## src/hw/ctbc_pkg.sv

```systemverilog
// package: offsets, field positions and codings for the temperature band config
`default_nettype none
package ctbc_pkg;
    // register addresses on the host register port
    localparam logic [7:0] ADDR_CHARGE_END_WARM = 8'h03;
    localparam logic [7:0] ADDR_COOL_NORMAL     = 8'h04;
    localparam logic [7:0] ADDR_WARM_HOT        = 8'h05;
    localparam logic [7:0] ADDR_ACCESS_ENABLE   = 8'h11;
    localparam int         ACCESS_ENABLE_BIT    = 0;
    // field positions
    localparam int EOC_MSB = 7;
    localparam int EOC_LSB = 6;
    localparam int VWARM_MSB = 5;
    localparam int VWARM_LSB = 3;
    localparam int VHOT_MSB = 2;
    localparam int VHOT_LSB = 0;
    localparam int NIB_HI_MSB = 7;
    localparam int NIB_HI_LSB = 4;
    localparam int NIB_LO_MSB = 3;
    localparam int NIB_LO_LSB = 0;
    // reset values (not printed; plain zero)
    localparam logic [7:0] RESET_CONFIG = 8'h00;
    // current step and base, milliamps
    localparam logic [11:0] CURRENT_STEP_MA = 12'h064;
    localparam logic [11:0] CURRENT_BASE_MA = 12'h000;
    // end-of-charge currents in milliamps
    localparam logic [11:0] EOC_MA_0 = 12'h032;
    localparam logic [11:0] EOC_MA_1 = 12'h064;
    localparam logic [11:0] EOC_MA_2 = 12'h0B9;
    localparam logic [11:0] EOC_MA_3 = 12'h172;
    // termination voltages in millivolts
    localparam logic [12:0] VT_MV_0 = 13'h0F64;
    localparam logic [12:0] VT_MV_1 = 13'h0FA0;
    localparam logic [12:0] VT_MV_2 = 13'h0FD2;
    localparam logic [12:0] VT_MV_3 = 13'h1004;
    localparam logic [12:0] VT_MV_4 = 13'h1018;
    localparam logic [12:0] VT_MV_5 = 13'h1036;
    localparam logic [12:0] VT_MV_6 = 13'h1054;
    localparam logic [2:0]  VT_INVALID_CODE = 3'h7;

    // battery temperature band, one-hot
    typedef enum logic [5:0] {
        BAND_BELOW   = 6'h01,
        BAND_COLD    = 6'h02,
        BAND_NORMAL  = 6'h04,
        BAND_WARM    = 6'h08,
        BAND_HOT     = 6'h10,
        BAND_ABOVE   = 6'h20
    } ctbc_band_type;

    // host register access request
    typedef struct packed {
        logic       write;
        logic       read;
        logic [7:0] addr;
        logic [7:0] wdata;
    } ctbc_req_type;

    // settings handed to the charge loop
    typedef struct packed {
        logic [11:0] maxCurrentMa;
        logic [12:0] termVoltageMv;
        logic        chargeEnable;
        logic        tempFault;
        logic        vtermInvalid;
    } ctbc_setting_type;
endpackage
`default_nettype wire

```

## src/hw/ctbc_regs.sv

```systemverilog
// temperature band charge configuration registers and band setting select
`default_nettype none
module ctbc_regs (
    input  wire logic                       ref_clk,
    input  wire logic                       rst,
    input  wire ctbc_pkg::ctbc_req_type     hostReq,
    output var  logic [7:0]                 hostRdata,
    output var  logic                       hostAck,
    input  wire ctbc_pkg::ctbc_band_type    tempBand,
    input  wire logic [12:0]                coldNormalVtermMv,
    input  wire logic                       outputBelowPrecharge,
    output var  ctbc_pkg::ctbc_setting_type chargeSetting
);
    logic [7:0] chargeEndWarm;
    logic [7:0] coolNormal;
    logic [7:0] warmHot;
    logic       accessEnable;
    logic [7:0] next_chargeEndWarm;
    logic [7:0] next_coolNormal;
    logic [7:0] next_warmHot;
    logic       next_accessEnable;
    logic [7:0] next_hostRdata;
    logic       next_hostAck;
    ctbc_pkg::ctbc_setting_type next_chargeSetting;
    logic [3:0] bandNibble;
    logic [2:0] bandVcode;
    logic [11:0] eocMa;
    logic [11:0] bandMa;

    // voltage code to millivolts
    function automatic logic [12:0] vtermDecode(input logic [2:0] code);
        logic [12:0] mv;
        mv = ctbc_pkg::VT_MV_0;
        unique case (code)
            3'h0: mv = ctbc_pkg::VT_MV_0;
            3'h1: mv = ctbc_pkg::VT_MV_1;
            3'h2: mv = ctbc_pkg::VT_MV_2;
            3'h3: mv = ctbc_pkg::VT_MV_3;
            3'h4: mv = ctbc_pkg::VT_MV_4;
            3'h5: mv = ctbc_pkg::VT_MV_5;
            3'h6: mv = ctbc_pkg::VT_MV_6;
            // invalid code: hold lowest voltage, safest for the cell
            3'h7: mv = ctbc_pkg::VT_MV_0;
        endcase
        return mv;
    endfunction

    // register file next values and read data
    always_comb
    begin
        next_chargeEndWarm = chargeEndWarm;
        next_coolNormal = coolNormal;
        next_warmHot = warmHot;
        next_accessEnable = accessEnable;
        next_hostRdata = hostRdata;
        next_hostAck = 1'b0;
        if (hostReq.write || hostReq.read)
        begin
            next_hostAck = 1'b1;
            next_hostRdata = 8'h00;
        end
        if (hostReq.addr == ctbc_pkg::ADDR_ACCESS_ENABLE)
        begin
            if (hostReq.write)
            begin
                next_accessEnable =
                    hostReq.wdata[ctbc_pkg::ACCESS_ENABLE_BIT];
            end
            if (hostReq.read)
            begin
                next_hostRdata = {7'h00, accessEnable};
            end
        end
        else if (accessEnable)
        begin
            unique case (hostReq.addr)
                ctbc_pkg::ADDR_CHARGE_END_WARM:
                begin
                    if (hostReq.write)
                        next_chargeEndWarm = hostReq.wdata;
                    if (hostReq.read)
                        next_hostRdata = chargeEndWarm;
                end
                ctbc_pkg::ADDR_COOL_NORMAL:
                begin
                    if (hostReq.write)
                        next_coolNormal = hostReq.wdata;
                    if (hostReq.read)
                        next_hostRdata = coolNormal;
                end
                ctbc_pkg::ADDR_WARM_HOT:
                begin
                    if (hostReq.write)
                        next_warmHot = hostReq.wdata;
                    if (hostReq.read)
                        next_hostRdata = warmHot;
                end
                default:
                begin
                    next_hostRdata = (hostReq.write || hostReq.read)
                        ? 8'h00 : hostRdata;
                end
            endcase
        end
    end

    // register file flops
    always_ff @(posedge ref_clk or posedge rst)
    begin
        if (rst)
        begin
            chargeEndWarm <= ctbc_pkg::RESET_CONFIG;
            coolNormal <= ctbc_pkg::RESET_CONFIG;
            warmHot <= ctbc_pkg::RESET_CONFIG;
            accessEnable <= 1'b0;
            hostRdata <= 8'h00;
            hostAck <= 1'b0;
        end
        else
        begin
            chargeEndWarm <= next_chargeEndWarm;
            coolNormal <= next_coolNormal;
            warmHot <= next_warmHot;
            accessEnable <= next_accessEnable;
            hostRdata <= next_hostRdata;
            hostAck <= next_hostAck;
        end
    end

    // band selection and decode of the charge setting
    always_comb
    begin
        bandNibble = 4'h0;
        bandVcode = 3'h0;
        eocMa = ctbc_pkg::EOC_MA_0;
        next_chargeSetting = '0;
        unique case (chargeEndWarm[ctbc_pkg::EOC_MSB:ctbc_pkg::EOC_LSB])
            2'h0: eocMa = ctbc_pkg::EOC_MA_0;
            2'h1: eocMa = ctbc_pkg::EOC_MA_1;
            2'h2: eocMa = ctbc_pkg::EOC_MA_2;
            2'h3: eocMa = ctbc_pkg::EOC_MA_3;
        endcase
        unique case (tempBand)
            ctbc_pkg::BAND_COLD:
                bandNibble = coolNormal[ctbc_pkg::NIB_HI_MSB:
                                        ctbc_pkg::NIB_HI_LSB];
            ctbc_pkg::BAND_NORMAL:
                bandNibble = coolNormal[ctbc_pkg::NIB_LO_MSB:
                                        ctbc_pkg::NIB_LO_LSB];
            ctbc_pkg::BAND_WARM:
            begin
                bandNibble = warmHot[ctbc_pkg::NIB_HI_MSB:
                                     ctbc_pkg::NIB_HI_LSB];
                bandVcode = chargeEndWarm[ctbc_pkg::VWARM_MSB:
                                          ctbc_pkg::VWARM_LSB];
            end
            ctbc_pkg::BAND_HOT:
            begin
                bandNibble = warmHot[ctbc_pkg::NIB_LO_MSB:
                                     ctbc_pkg::NIB_LO_LSB];
                bandVcode = chargeEndWarm[ctbc_pkg::VHOT_MSB:
                                          ctbc_pkg::VHOT_LSB];
            end
            default:
                bandNibble = 4'h0;
        endcase
        // linear 100 mA steps, code n is n times 100 mA
        bandMa = ctbc_pkg::CURRENT_BASE_MA
            + 12'(bandNibble * ctbc_pkg::CURRENT_STEP_MA);
        // precharge limit while output is low
        next_chargeSetting.maxCurrentMa =
            outputBelowPrecharge ? eocMa : bandMa;
        if (tempBand == ctbc_pkg::BAND_WARM || tempBand == ctbc_pkg::BAND_HOT)
        begin
            next_chargeSetting.termVoltageMv = vtermDecode(bandVcode);
            next_chargeSetting.vtermInvalid =
                (bandVcode == ctbc_pkg::VT_INVALID_CODE);
        end
        else
            next_chargeSetting.termVoltageMv = coldNormalVtermMv;
        next_chargeSetting.tempFault = (tempBand == ctbc_pkg::BAND_BELOW)
            || (tempBand == ctbc_pkg::BAND_ABOVE);
        next_chargeSetting.chargeEnable = !next_chargeSetting.tempFault
            && !next_chargeSetting.vtermInvalid;
    end

    // setting output register
    always_ff @(posedge ref_clk or posedge rst)
    begin
        if (rst)
            chargeSetting <= '0;
        else
            chargeSetting <= next_chargeSetting;
    end

    out_of_band_a: assert property (@(posedge ref_clk) disable iff (rst)
        (tempBand == ctbc_pkg::BAND_ABOVE) |=>
        (chargeSetting.tempFault && !chargeSetting.chargeEnable))
        else $error("charging not stopped out of band");
    // blocked write leaves every config register alone
    gated_write_a: assert property (@(posedge ref_clk) disable iff (rst)
        (!accessEnable && hostReq.write) |=>
        ($stable(chargeEndWarm) && $stable(coolNormal) && $stable(warmHot)))
        else $error("write passed while access disabled");
    gated_read_a: assert property (@(posedge ref_clk) disable iff (rst)
        (!accessEnable && hostReq.read
         && hostReq.addr == ctbc_pkg::ADDR_CHARGE_END_WARM) |=>
        (hostRdata == 8'h00))
        else $error("config read passed while access disabled");
    read_back_a: assert property (@(posedge ref_clk) disable iff (rst)
        (accessEnable && hostReq.read
         && hostReq.addr == ctbc_pkg::ADDR_COOL_NORMAL) |=>
        (hostRdata == $past(coolNormal)))
        else $error("read data differs from register");
    ack_pulse_a: assert property (@(posedge ref_clk) disable iff (rst)
        (hostReq.write || hostReq.read) |=> hostAck)
        else $error("access not acknowledged");
    // cold band current in 100 mA steps
    cold_band_a: assert property (@(posedge ref_clk) disable iff (rst)
        (tempBand == ctbc_pkg::BAND_COLD && !outputBelowPrecharge) |=>
        (chargeSetting.maxCurrentMa
            == {8'h00, $past(coolNormal[7:4])} * ctbc_pkg::CURRENT_STEP_MA))
        else $error("cold band current wrong");
    eoc_limit_a: assert property (@(posedge ref_clk) disable iff (rst)
        (outputBelowPrecharge && chargeEndWarm[7:6] == 2'h3) |=>
        (chargeSetting.maxCurrentMa == ctbc_pkg::EOC_MA_3))
        else $error("end-of-charge limit not applied");
endmodule
`default_nettype wire

```

## config.mk

```make
export PLATFORM = sky130hd
export DESIGN_NAME = ctbc_regs
export DESIGN_NICKNAME = d
export VERILOG_FILES = /design/src/hw/ctbc_pkg.sv /design/src/hw/ctbc_regs.sv
export SDC_FILE = /design/constraint.sdc
export NUM_CORES = 1
export LEC_CHECK = 0
export ABC_AREA = 1
export ABC_CLOCK_PERIOD_IN_PS = 2840
export BUFFER_PORTS_ARGS = -buffer_cell sky130_fd_sc_hd__buf_2
export CAP_MARGIN = 20
export CORE_MARGIN = 1
export CORE_UTILIZATION = 45
export DETAILED_ROUTE_END_ITERATION = 10
export PLACE_DENSITY_LB_ADDON = 0.08
export SYNTH_ARGS = -nofsm -noshare
export SYNTH_HDL_FRONTEND = slang
export SYNTH_SLANG_ARGS = --single-unit
```

## constraint.sdc

```tcl
create_clock -name ref_clk -period 2.84 [get_ports ref_clk]
set_input_delay 0.426 -clock ref_clk [delete_from_list [all_inputs] [get_ports ref_clk]]
set_output_delay 0.426 -clock ref_clk [all_outputs]
set_load 0.02 [all_outputs]
```

==> impl_metrics.tcl, run 1 <==
set metrics [dict create \
    vias 3059 \
    pre_cts_slack_ns 0.140 \
    cts_setup_buffers 0 \
    dp_hpwl_um 6170 \
    cts_tree "yes" \
    slew_viol_final 0 \
    die_area_um2 8390 \
    grt_usage 0.208 \
    synth_top_family_by_area "simple AND/OR/NAND/NOR gates" \
    fmax_ghz 0.420 \
    nNetsFinal 569 \
    synth_xor_area_frac 0.00485 \
    drive_gt1_frac 0.277 \
    h-tree-depth 3 \
    synth-simple-area-share 0.301 \
    synthTopCellsByCount "119 x nand2_1, 61 x dfrtp_1, 45 x inv_1" \
    p_leak_nw 2.33 \
    synth_seq_cells 61 \
    synth_area_um2 3610 \
    period_share 0.839 \
    coreArea_um2 7730 \
    synth_top_area_cell "dfrtp_1" \
    ys_types 40 \
    die_w_um 91.6 \
    clkLatencyLatePin_ns 0.34 \
    rsz0062_at_grt "no" \
    finalCriticalPeriod_ns 2.38 \
    tns_ns 0 \
    yosysSeqAreaShare 0.422 \
    fin_ws_ns 0.456 \
    synth_top_area_frac 0.422 \
    critical_path_class "in2reg" \
    async_flop_share 1.00 \
    fp.dieH_um 91.6 \
    synth_fa_ha_area_frac 0.0748 \
    first_iter_violations 227 \
    grt_overflow_total 0 \
    routedWlPerCell_um 13.3 \
    relSlewSlack 0.490 \
    synth_mux_area_frac 0.00277 \
    num_io_pins 77 \
    num_rows 32 \
    worstMarginPinSlew_ns 0.764 \
    start_util 0.468 \
    ctsResizeCount 0 \
    grt_pass1_wl_um 13400 \
    portBuffers 75 \
    cts.sinks 61 \
    cts-buffers-inserted 9 \
    synth_edf_count 0 \
    setup_violations 0 \
    grt_pass1_vias 2794 \
    synth_compound_area_frac 0.102 \
    root_buffer "clkbuf_8" \
    wl_um 8160 \
    antenna_found_initial 0 \
    clockBufferDepth 2 \
    outcome "completed" \
    end_kind "register" \
    critPathLaunchType "input pin" \
    ys.flop_type "dfrtp_1" \
    crit_fanout 15 \
    cp.arrival_ns 2.61 \
    syn_area_per_cell_um2 8.36 \
    viasPerCell 4.97 \
    hold_path_class "in2reg" \
    netlist_top_cells_area "dfrtp_1 42%, nand2_1 12%, ha_1 6.9%" \
    cts.hold.buffers_added 0 \
    yosysMostFrequentCell "nand2_1" \
    syn_to_final_growth_pct 17.5 \
    drc 0 \
    hold_viol 0 \
    yosysWarnings 0 \
    grt_start_max_net_pins 62 \
    ir_drop_v 0.000408 \
    cp.required_ns 3.07 \
    first_pass_iters 4 \
    max_cap_viol_count 0 \
    gp_congestion 0.858 \
    clkTransAtPathRegs_ns 0.07 \
    finalClockSkew_ns 0.00955 \
    r2r_slack_ns 0.52 \
    synth_fp_nets 493 \
    syn_inst 432 \
    p_per_area_nw_per_um2 478 \
    antenna_cells 0 \
    antenna_left 0 \
]
==> stage by stage <==
| step | area, um2 | power, mW | instances | util | hold slack [ns] |
|---|---|---|---|---|---|
| 3_5_place_dp | 4010 | 1.15 | 599 | 0.519 | 0.483 |
| 2_1_floorplan | 3610 | 1.07 | 432 | - | 0.459 |
| 6_report | 4250 | 2.03 | 615 | 0.550 | 0.283 |
| 4_1_cts | 4250 | 2.05 | 615 | 0.550 | 0.274 |
| 3_3_place_gp | 4010 | 1.15 | 599 | 0.519 | 0.471 |
| 5_1_grt | 4250 | 2.11 | 615 | 0.550 | 0.271 |
==> flip-flops by register name, summed over array words and instances, names as in the netlist <==
| register | count |
|---|---|
| accessEnable | 1 |
| chargeEndWarm | 8 |
| chargeSetting | 27 |
| coolNormal | 8 |
| hostAck | 1 |
| hostRdata | 8 |
| warmHot | 8 |
==> cells in the final DEF, fill, tap and decap left out, types with 5 or more instances in the layout <==
cell	count
inv_1	44
nand3_1	23
a21oi_1	6
o21ai_1	28
nor2_4	8
buf_2	75
nand2_2	9
ha_1	20
inv_2	8
nand4_1	16
o21ai_0	22
clkbuf_8	11
nand2_1	119
nor2_1	18
dfrtp_1	61
o21ai_2	5
==> final timing paths <==
| kind | start | to | cells past startpoint |
|---|---|---|---|
| min in group asynchronous | rst | chargeSetting[0] | 3 |
| max reg2reg | coolNormal[5] | chargeSetting[26] | 11 |
| min reg2reg | coolNormal[4] | coolNormal[4] | 2 |
| min | coldNormalVtermMv[12] | chargeSetting[15] | 3 |
| max | tempBand[1] | chargeSetting[26] | 12 |
| max in group asynchronous | rst | coolNormal[3] | 3 |
==> metal layers <==
| metal | vias up | part of all wire | GRT usage |
|---|---|---|---|
| li1 | 1545 | - | - |
| met5 | - | 0 | 0 |
| met3 | 11 | 0.048 | 0.0398 |
| met1 | 1421 | 0.47 | 0.286 |
| met2 | 82 | 0.46 | 0.326 |
| met4 | 0 | 0.015 | 0.0780 |
==> critical path, cell delays in order <==
cell and delay (ns):
buf_2 0.12, nor2_4 0.28, nand3_1 0.24, o2111ai_1 0.39
ha_1 0.21, ha_1 0.17, inv_1 0.06, fa_1 0.39
inv_1 0.07, a21oi_1 0.06, xor2_1 0.13, nor2_1 0.05
==> report_power, final <==
group	leakage [nW]	total [mW]	switching, mW	internal [mW]
Sequential	0.797	0.926	0.0235	0.902
Clock	0.120	0.899	0.355	0.543
Combinational	1.41	0.206	0.137	0.0685
Total	2.33	2.03	0.516	1.51
==> kinds of logic (layout without fill, tap and decap cells) <==
logic type,Yosys count,count (layout)
adder cells (fa/ha/maj),21,21
buffers and inverters,66,147
XOR/XNOR,2,2
AND/OR/NAND/NOR,213,213
flip-flops,61,61
AO/OA/AOI/OAI,67,67
multiplexers,1,1
other,1,1
==> cell type report <==
type                            count  area (um2)
Clock inverter                      5        82.6
Fill cell                         749        3480
Multi-Input combinational cell    305        1760
Clock buffer                       11         151
Sequential cell                    61        1530
Inverter                           54         210
Tap cell                          102         128
Timing Repair Buffer               77         390
(Power assumes the default switching activity.)
==> run 2: changes to the inputs <==
Settings changed: ABC_AREA 1 to 0, ABC_CLOCK_PERIOD_IN_PS 2840 to 2200.
Clock period 2.84 ns to 2.2 ns, I/O delays scaled along.
==> run 2 against run 1 <==
Against the previous run: wire length fell by 11%; non-clock buffer count rose by 32; worst hold slack got worse by 0.26 ns; sequential cell count did not move; design area rose by 0.83%; cell count fell by 20%; clock power rose by 50%; total power rose by 34%; setup slack got worse by 0.37 ns; synthesized area fell by 11%; clock skew rose by 0.0043 ns; critical path type unchanged.
==> impl_metrics.tcl, run 2 <==
set metrics [dict create \
    outcome "completed" \
    finish.utilization 0.627 \
    tns_ns 0 \
    drc 0 \
    synth_fp_nets 346 \
    final_cell_mix "76 x buf_2, 61 x dfrtp_1, 31 x buf_4" \
    p_per_area_nw_per_um2 634 \
    grt_usage 0.205 \
    grt_pass1_wl_um 11700 \
    synth_top_area_frac 0.477 \
    yosysSeqAreaShare 0.477 \
    drive_gt1_frac 0.446 \
    die_area_um2 7450 \
    critPathSlowestCell "fa_2" \
    seqPwrFrac 0.423 \
    portBuffers 75 \
    antenna_left 0 \
    coreArea_um2 6830 \
    ff2ff_path_depth 10 \
    p_leak_nw 2.18 \
    viasPerCell 5.17 \
    gp_congestion 0.905 \
    die_w_um 86.3 \
    h-tree-depth 3 \
    grt_start_max_net_pins 36 \
    synth_edf_count 0 \
    critical_path_class "in2reg" \
    cts_tree "yes" \
    wl_um 7270 \
    r2r-end "chargeSetting[26]" \
    antenna_cells 0 \
    yosysWarnings 0 \
    first_pass_iters 4 \
    cp-endpoint "chargeSetting[26]" \
    crit_family "adder cells" \
    fp.dieH_um 86.3 \
    end_kind "register" \
    fill_cells 581 \
    synthTopCellsByCount "61 x dfrtp_1, 27 x mux2_2, 25 x nand3_1" \
    hold_viol 0 \
    synth_top_area_cell "dfrtp_1" \
    design_power_total_mw 2.71 \
    clkTransAtPathRegs_ns 0.08 \
    rsz0062_at_grt "yes" \
    comb_power_share 0.078 \
    nNetsFinal 455 \
    vias 2559 \
    dpl_cell_area_um2 3910 \
    critPathLaunchType "input pin" \
    crit_chain "buf_2, nor4_1, nand3b_1, buf_4, o2111ai_4, ha_2, ha_4, inv_2, fa_2, inv_2, a21oi_2, xor2_1, nor2_1" \
    final_common_cell "buf_2" \
    num_rows 30 \
    slew_viol_final 0 \
    internal-power_mw 2.10 \
    antenna_found_initial 0 \
    finalClockSkew_ns 0.0138 \
    syn_inst 285 \
    finalCriticalPeriod_ns 2.11 \
    period_share 0.960 \
    synth_seq_cells 61 \
    cp.arrival_ns 2.38 \
    first_iter_violations 135 \
    worstMarginPinSlew_ns 0.684 \
    critical_path_depth 13 \
    clockBufferDepth 2 \
    switching_power_mw 0.614 \
    regMostFlops "chargeSetting" \
    max_cap_viol_count 0 \
    setup_violations 0 \
    cts.sinks 61 \
    cpPeakStageDelay_ns 0.35 \
    dp_hpwl_um 5340 \
    crit_fanout 5 \
    yosysMostFrequentCell "dfrtp_1" \
    routedWlPerCell_um 14.7 \
    syn_area_per_cell_um2 11.2 \
    r2r-start "coolNormal[3]" \
    synth_area_um2 3200 \
    ir_drop_v 0.000378 \
    p_sw_frac 0.226 \
    clkPwrFrac 0.499 \
    cpMostUsedCell "inv_2" \
    grt_overflow_total 0 \
    fin_ws_ns 0.0883 \
    fmax_ghz 0.474 \
    cts.hold.buffers_added 0 \
    clkLatencyLatePin_ns 0.35 \
    netlist_top_cells_area "dfrtp_1 48%, mux2_2 9.5%, ha_1 7.8%" \
    largest_reg_flops 27 \
    cp_num_buf_inv 4 \
    ys.flop_type "dfrtp_1" \
    async_flop_share 1.00 \
    pre_cts_slack_ns -0.337 \
    root_buffer "clkbuf_8" \
    finish.instance_area_um2 4280 \
    ys_types 53 \
    cp.required_ns 2.47 \
    r2r_slack_ns 0.12 \
    hold_path_class "in2async" \
    grt_pass1_vias 2457 \
    crit_start "tempBand[3]" \
    syn_to_final_growth_pct 33.9 \
    cts-buffers-inserted 9 \
    num_io_pins 77 \
    relSlewSlack 0.542 \
    start_util 0.468 \
]
-- run 2: repair_timing --
item                       4_1_cts  5_1_grt
setup endpoints to repair        0        4
buffers inserted                 0        2
gates resized for setup          0       17
-- run 2: layout make-up --
type                            count  area [um2]  area share
Multi-Input combinational cell    193        1650       0.384
Sequential cell                    61        1530       0.357
Inverter                           20        75.1      0.0175
Clock buffer                        9         124      0.0289
Tap cell                           96         120      0.0281
Clock inverter                      7         146      0.0342
Timing Repair Buffer              109         644       0.150
-- run 2: cell families (layout without fill, tap and decap cells) --
logic type                 after synthesis  in the layout  share of synthesized area
buffers and inverters                   31            145                     0.0379
other                                    1              1                    0.00117
adders and majority gates               21             21                     0.0845
and+or+nand+nor                         90             90                      0.160
AOI/OAI and AO/OA                       40             40                      0.102
muxes                                   37             37                      0.126
xor gates and xnor gates                 4              4                     0.0110
DFF                                     61             61                      0.477
-- run 2: worst min-delay path by stage --
stage | from | to | slack, ns | depth (start not counted)
after floorplan | coldNormalVtermMv[3] | chargeSetting[6] | 0.46 | 2
after global placement | rst | chargeSetting[0] | 0.41 | 2
after detailed placement | rst | chargeSetting[1] | 0.42 | 2
after CTS | rst | chargeSetting[12] | 0.04 | 2
after global routing | rst | chargeSetting[3] | 0.08 | 2
final | rst | chargeSetting[12] | 0.02 | 2
-- run 2: metrics by stage --
stage	hold WS, ns	std cells
2_1_floorplan	0.463	285
3_3_place_gp	0.414	476
3_5_place_dp	0.415	476
4_1_cts	0.0437	492
5_1_grt	0.0849	495
6_report	0.0249	495
-- run 2: power groups by stage --
stage	Combinational (mW)	Sequential, mW	Clock (mW)
floorplan	0.0769	1.20	0
global placement	0.208	1.17	0
global route	0.235	1.15	1.42
CTS	0.210	1.15	1.37
finish	0.212	1.15	1.35
detailed placement	0.209	1.17	0
-- run 2: layer usage --
metal	vias to the layer above	GRT usage	part of all wire	wire, um
met5	-	0	0	0
met2	78	0.323	0.46	3310
met4	0	0.0985	0.019	137
li1	1237	-	-	-
met1	1231	0.276	0.48	3480
met3	13	0.0371	0.046	337
-- run 2: worst register-to-register path: cells and delay by family, from the launching register on --
kind	cells	cell delay, ns
adders and majority gates	3	0.62
AOI/OAI and AO/OA	3	0.49
DFF	1	0.43
buffers and inverters	2	0.20
xor gates and xnor gates	1	0.15
and+or+nand+nor	1	0.06
==> run 3: changes to the inputs <==
Settings changed: CELL_PAD_IN_SITES_DETAIL_PLACEMENT set to 1, CELL_PAD_IN_SITES_GLOBAL_PLACEMENT set to 1, CORE_UTILIZATION 45 to 42.
==> run 3 against run 2 <==
Against the previous run: the flow now finishes with violations (setup timing); wire length grew 17%; critical path type unchanged; register-to-register slack lost 0.10 ns; largest cell class unchanged; non-clock buffer count grew 1; first-iteration DRC count shrank 28%; worst hold slack gained 0.021 ns; count of clock-buffer cells in the layout is the same; combinational power grew 7%.
==> impl_metrics.tcl, run 3 (synthesized netlist as in run 2, its figures left out) <==
set metrics [dict create \
    num_io_pins 77 \
    critPathLaunchType "input pin" \
    cts.hold.buffers_added 0 \
    cpMostUsedCell "inv_2" \
    stdcell_count 499 \
    top_layer_used "met4" \
    cp.required_ns 2.43 \
    cts-buffers-inserted 9 \
    syn_to_final_growth_pct 32.9 \
    hold_path_class "in2async" \
    design_power_total_mw 2.39 \
    relSlewSlack 0.519 \
    slew_viol_final 0 \
    finish.utilization 0.583 \
    end_kind "register" \
    fp.dieH_um 89.3 \
    die_area_um2 7970 \
    antenna_cells 0 \
    fmax_ghz 0.441 \
    first_pass_iters 4 \
    critical_path_class "in2reg" \
    clkTransAtPathRegs_ns 0.08 \
    h-tree-depth 3 \
    route.met3.wl_um 346 \
    drc 0 \
    finalCriticalPeriod_ns 2.27 \
    routedWlPerCell_um 17.1 \
    antenna_left 0 \
    p_leak_nw 2.15 \
    critPathSlowestCell "fa_2" \
    grt_start_max_net_pins 36 \
    crit_chain "buf_12, nor4_4, nand3b_1, o211ai_1, ha_2, ha_4, inv_2, fa_2, inv_2, a21oi_2, xor2_1, nor2_1" \
    final_cell_mix "73 x buf_2, 61 x dfrtp_1, 33 x buf_4" \
    viasPerCell 5.29 \
    grt_usage 0.226 \
    nNetsFinal 456 \
    outcome "complete, but fails checks" \
    root_buffer "clkbuf_8" \
    final_common_cell "buf_2" \
    finalClockSkew_ns 0.0128 \
    crit_family "adder cells" \
    clkLatencyLatePin_ns 0.35 \
    fin_ws_ns -0.0696 \
    rsz0062_at_grt "yes" \
    crit_fanout 4 \
    gp_congestion 0.790 \
    setup_violations 1 \
    vias 2641 \
    max_cap_viol_count 0 \
    violations "setup timing" \
    worstMarginPinSlew_ns 0.719 \
    num_rows 31 \
    finish.instance_area_um2 4250 \
    clockBufferDepth 2 \
    route.met2.wl_um 4130 \
    antenna_found_initial 0 \
    dpl_cell_area_um2 3910 \
    dp_cells 479 \
    grt_overflow_total 0 \
    first_iter_violations 97 \
    drive_gt1_frac 0.455 \
    dp_hpwl_um 6310 \
    wl_um 8520 \
    regMostFlops "chargeSetting" \
    start_util 0.439 \
    met1_length_um 3920 \
    cp.arrival_ns 2.50 \
    p_per_area_nw_per_um2 562 \
    cpPeakStageDelay_ns 0.38 \
    cts.sinks 61 \
    coreArea_um2 7290 \
    largest_reg_flops 27 \
    hold_viol 0 \
    die_w_um 89.3 \
    cts_tree "yes" \
    portBuffers 75 \
    grt_pass1_vias 2679 \
    cp_num_buf_inv 3 \
    ir_drop_v 0.000320 \
    grt_pass1_wl_um 13400 \
    period_share 1.03 \
]
run 3: changes by cell type in the layout (fill, tap and decap cells not counted), moves of 2 or more:
cell        delta
buf_2          -3
buf_4          +2
bufinv_16      -3
clkinvlp_4     +3
o2111ai_2      +2
o2111ai_4      -2
run 3: final timing paths:
check / start / endpoint / slack, ns / depth (start not counted)
worst max-delay path: tempBand[4] / chargeSetting[26] / -0.07 / 12
worst min-delay path: rst / chargeSetting[8] / 0.05 / 2
worst max register to register: warmHot[2] / chargeSetting[26] / 0.02 / 10
worst min register to register: hostRdata[0] / hostRdata[0] / 0.49 / 1
max in group asynchronous: rst / chargeEndWarm[5] / 1.57 / 3
min in group ref_clk: coldNormalVtermMv[3] / chargeSetting[6] / 0.20 / 3
run 3: metal layers:
metal  vias to the layer above  track usage
met5                         -            0
met4                         0       0.0664
met3                        13       0.0545
met2                        71        0.373
met1                      1310        0.297
li1                       1247            -
run 3: repair_timing:
item,CTS,global route
endpoints found under the setup margin,2,4
pin swaps,0,15
gates cloned,1,0
setup buffers,0,3
resized for setup,4,25
run 3: area by class of cell:
| type | count | area, um2 |
|---|---|---|
| clock buffers | 9 | 124 |
| clock inverters | 7 | 75.1 |
| fillers | 829 | 3040 |
| inverters | 20 | 75.1 |
| multi-input cells | 193 | 1650 |
| flip-flops and latches | 61 | 1530 |
| well taps | 99 | 124 |
| repair buffers | 110 | 676 |
run 3: per-stage QoR:
stage / setup slack, ns / setup TNS [ns] / hold slack [ns]
floorplan: -0.158 / -0.360 / 0.463
global placement: -0.325 / -1.13 / 0.423
detailed placement: -0.419 / -1.71 / 0.428
CTS: 0.00208 / 0 / 0.0495
global route: -0.178 / -0.340 / 0.0834
finish: -0.0696 / -0.0696 / 0.0455
run 3: worst reg2reg max path: cells and delay by family (launching register included):
| family | cells | cell delay [ns] |
|---|---|---|
| AO/OA/AOI/OAI | 2 | 0.32 |
| XOR/XNOR | 1 | 0.15 |
| adder cells (fa/ha/maj) | 2 | 0.76 |
| buffers and inverters | 3 | 0.26 |
| flip-flops | 1 | 0.42 |
| AND/OR/NAND/NOR | 2 | 0.16 |
run 3: where the power goes:
group	switching, mW	total, mW	internal, mW
registers	0.00648	1.15	1.14
clock network	0.491	1.02	0.526
logic	0.134	0.226	0.0912
total	0.632	2.39	1.76
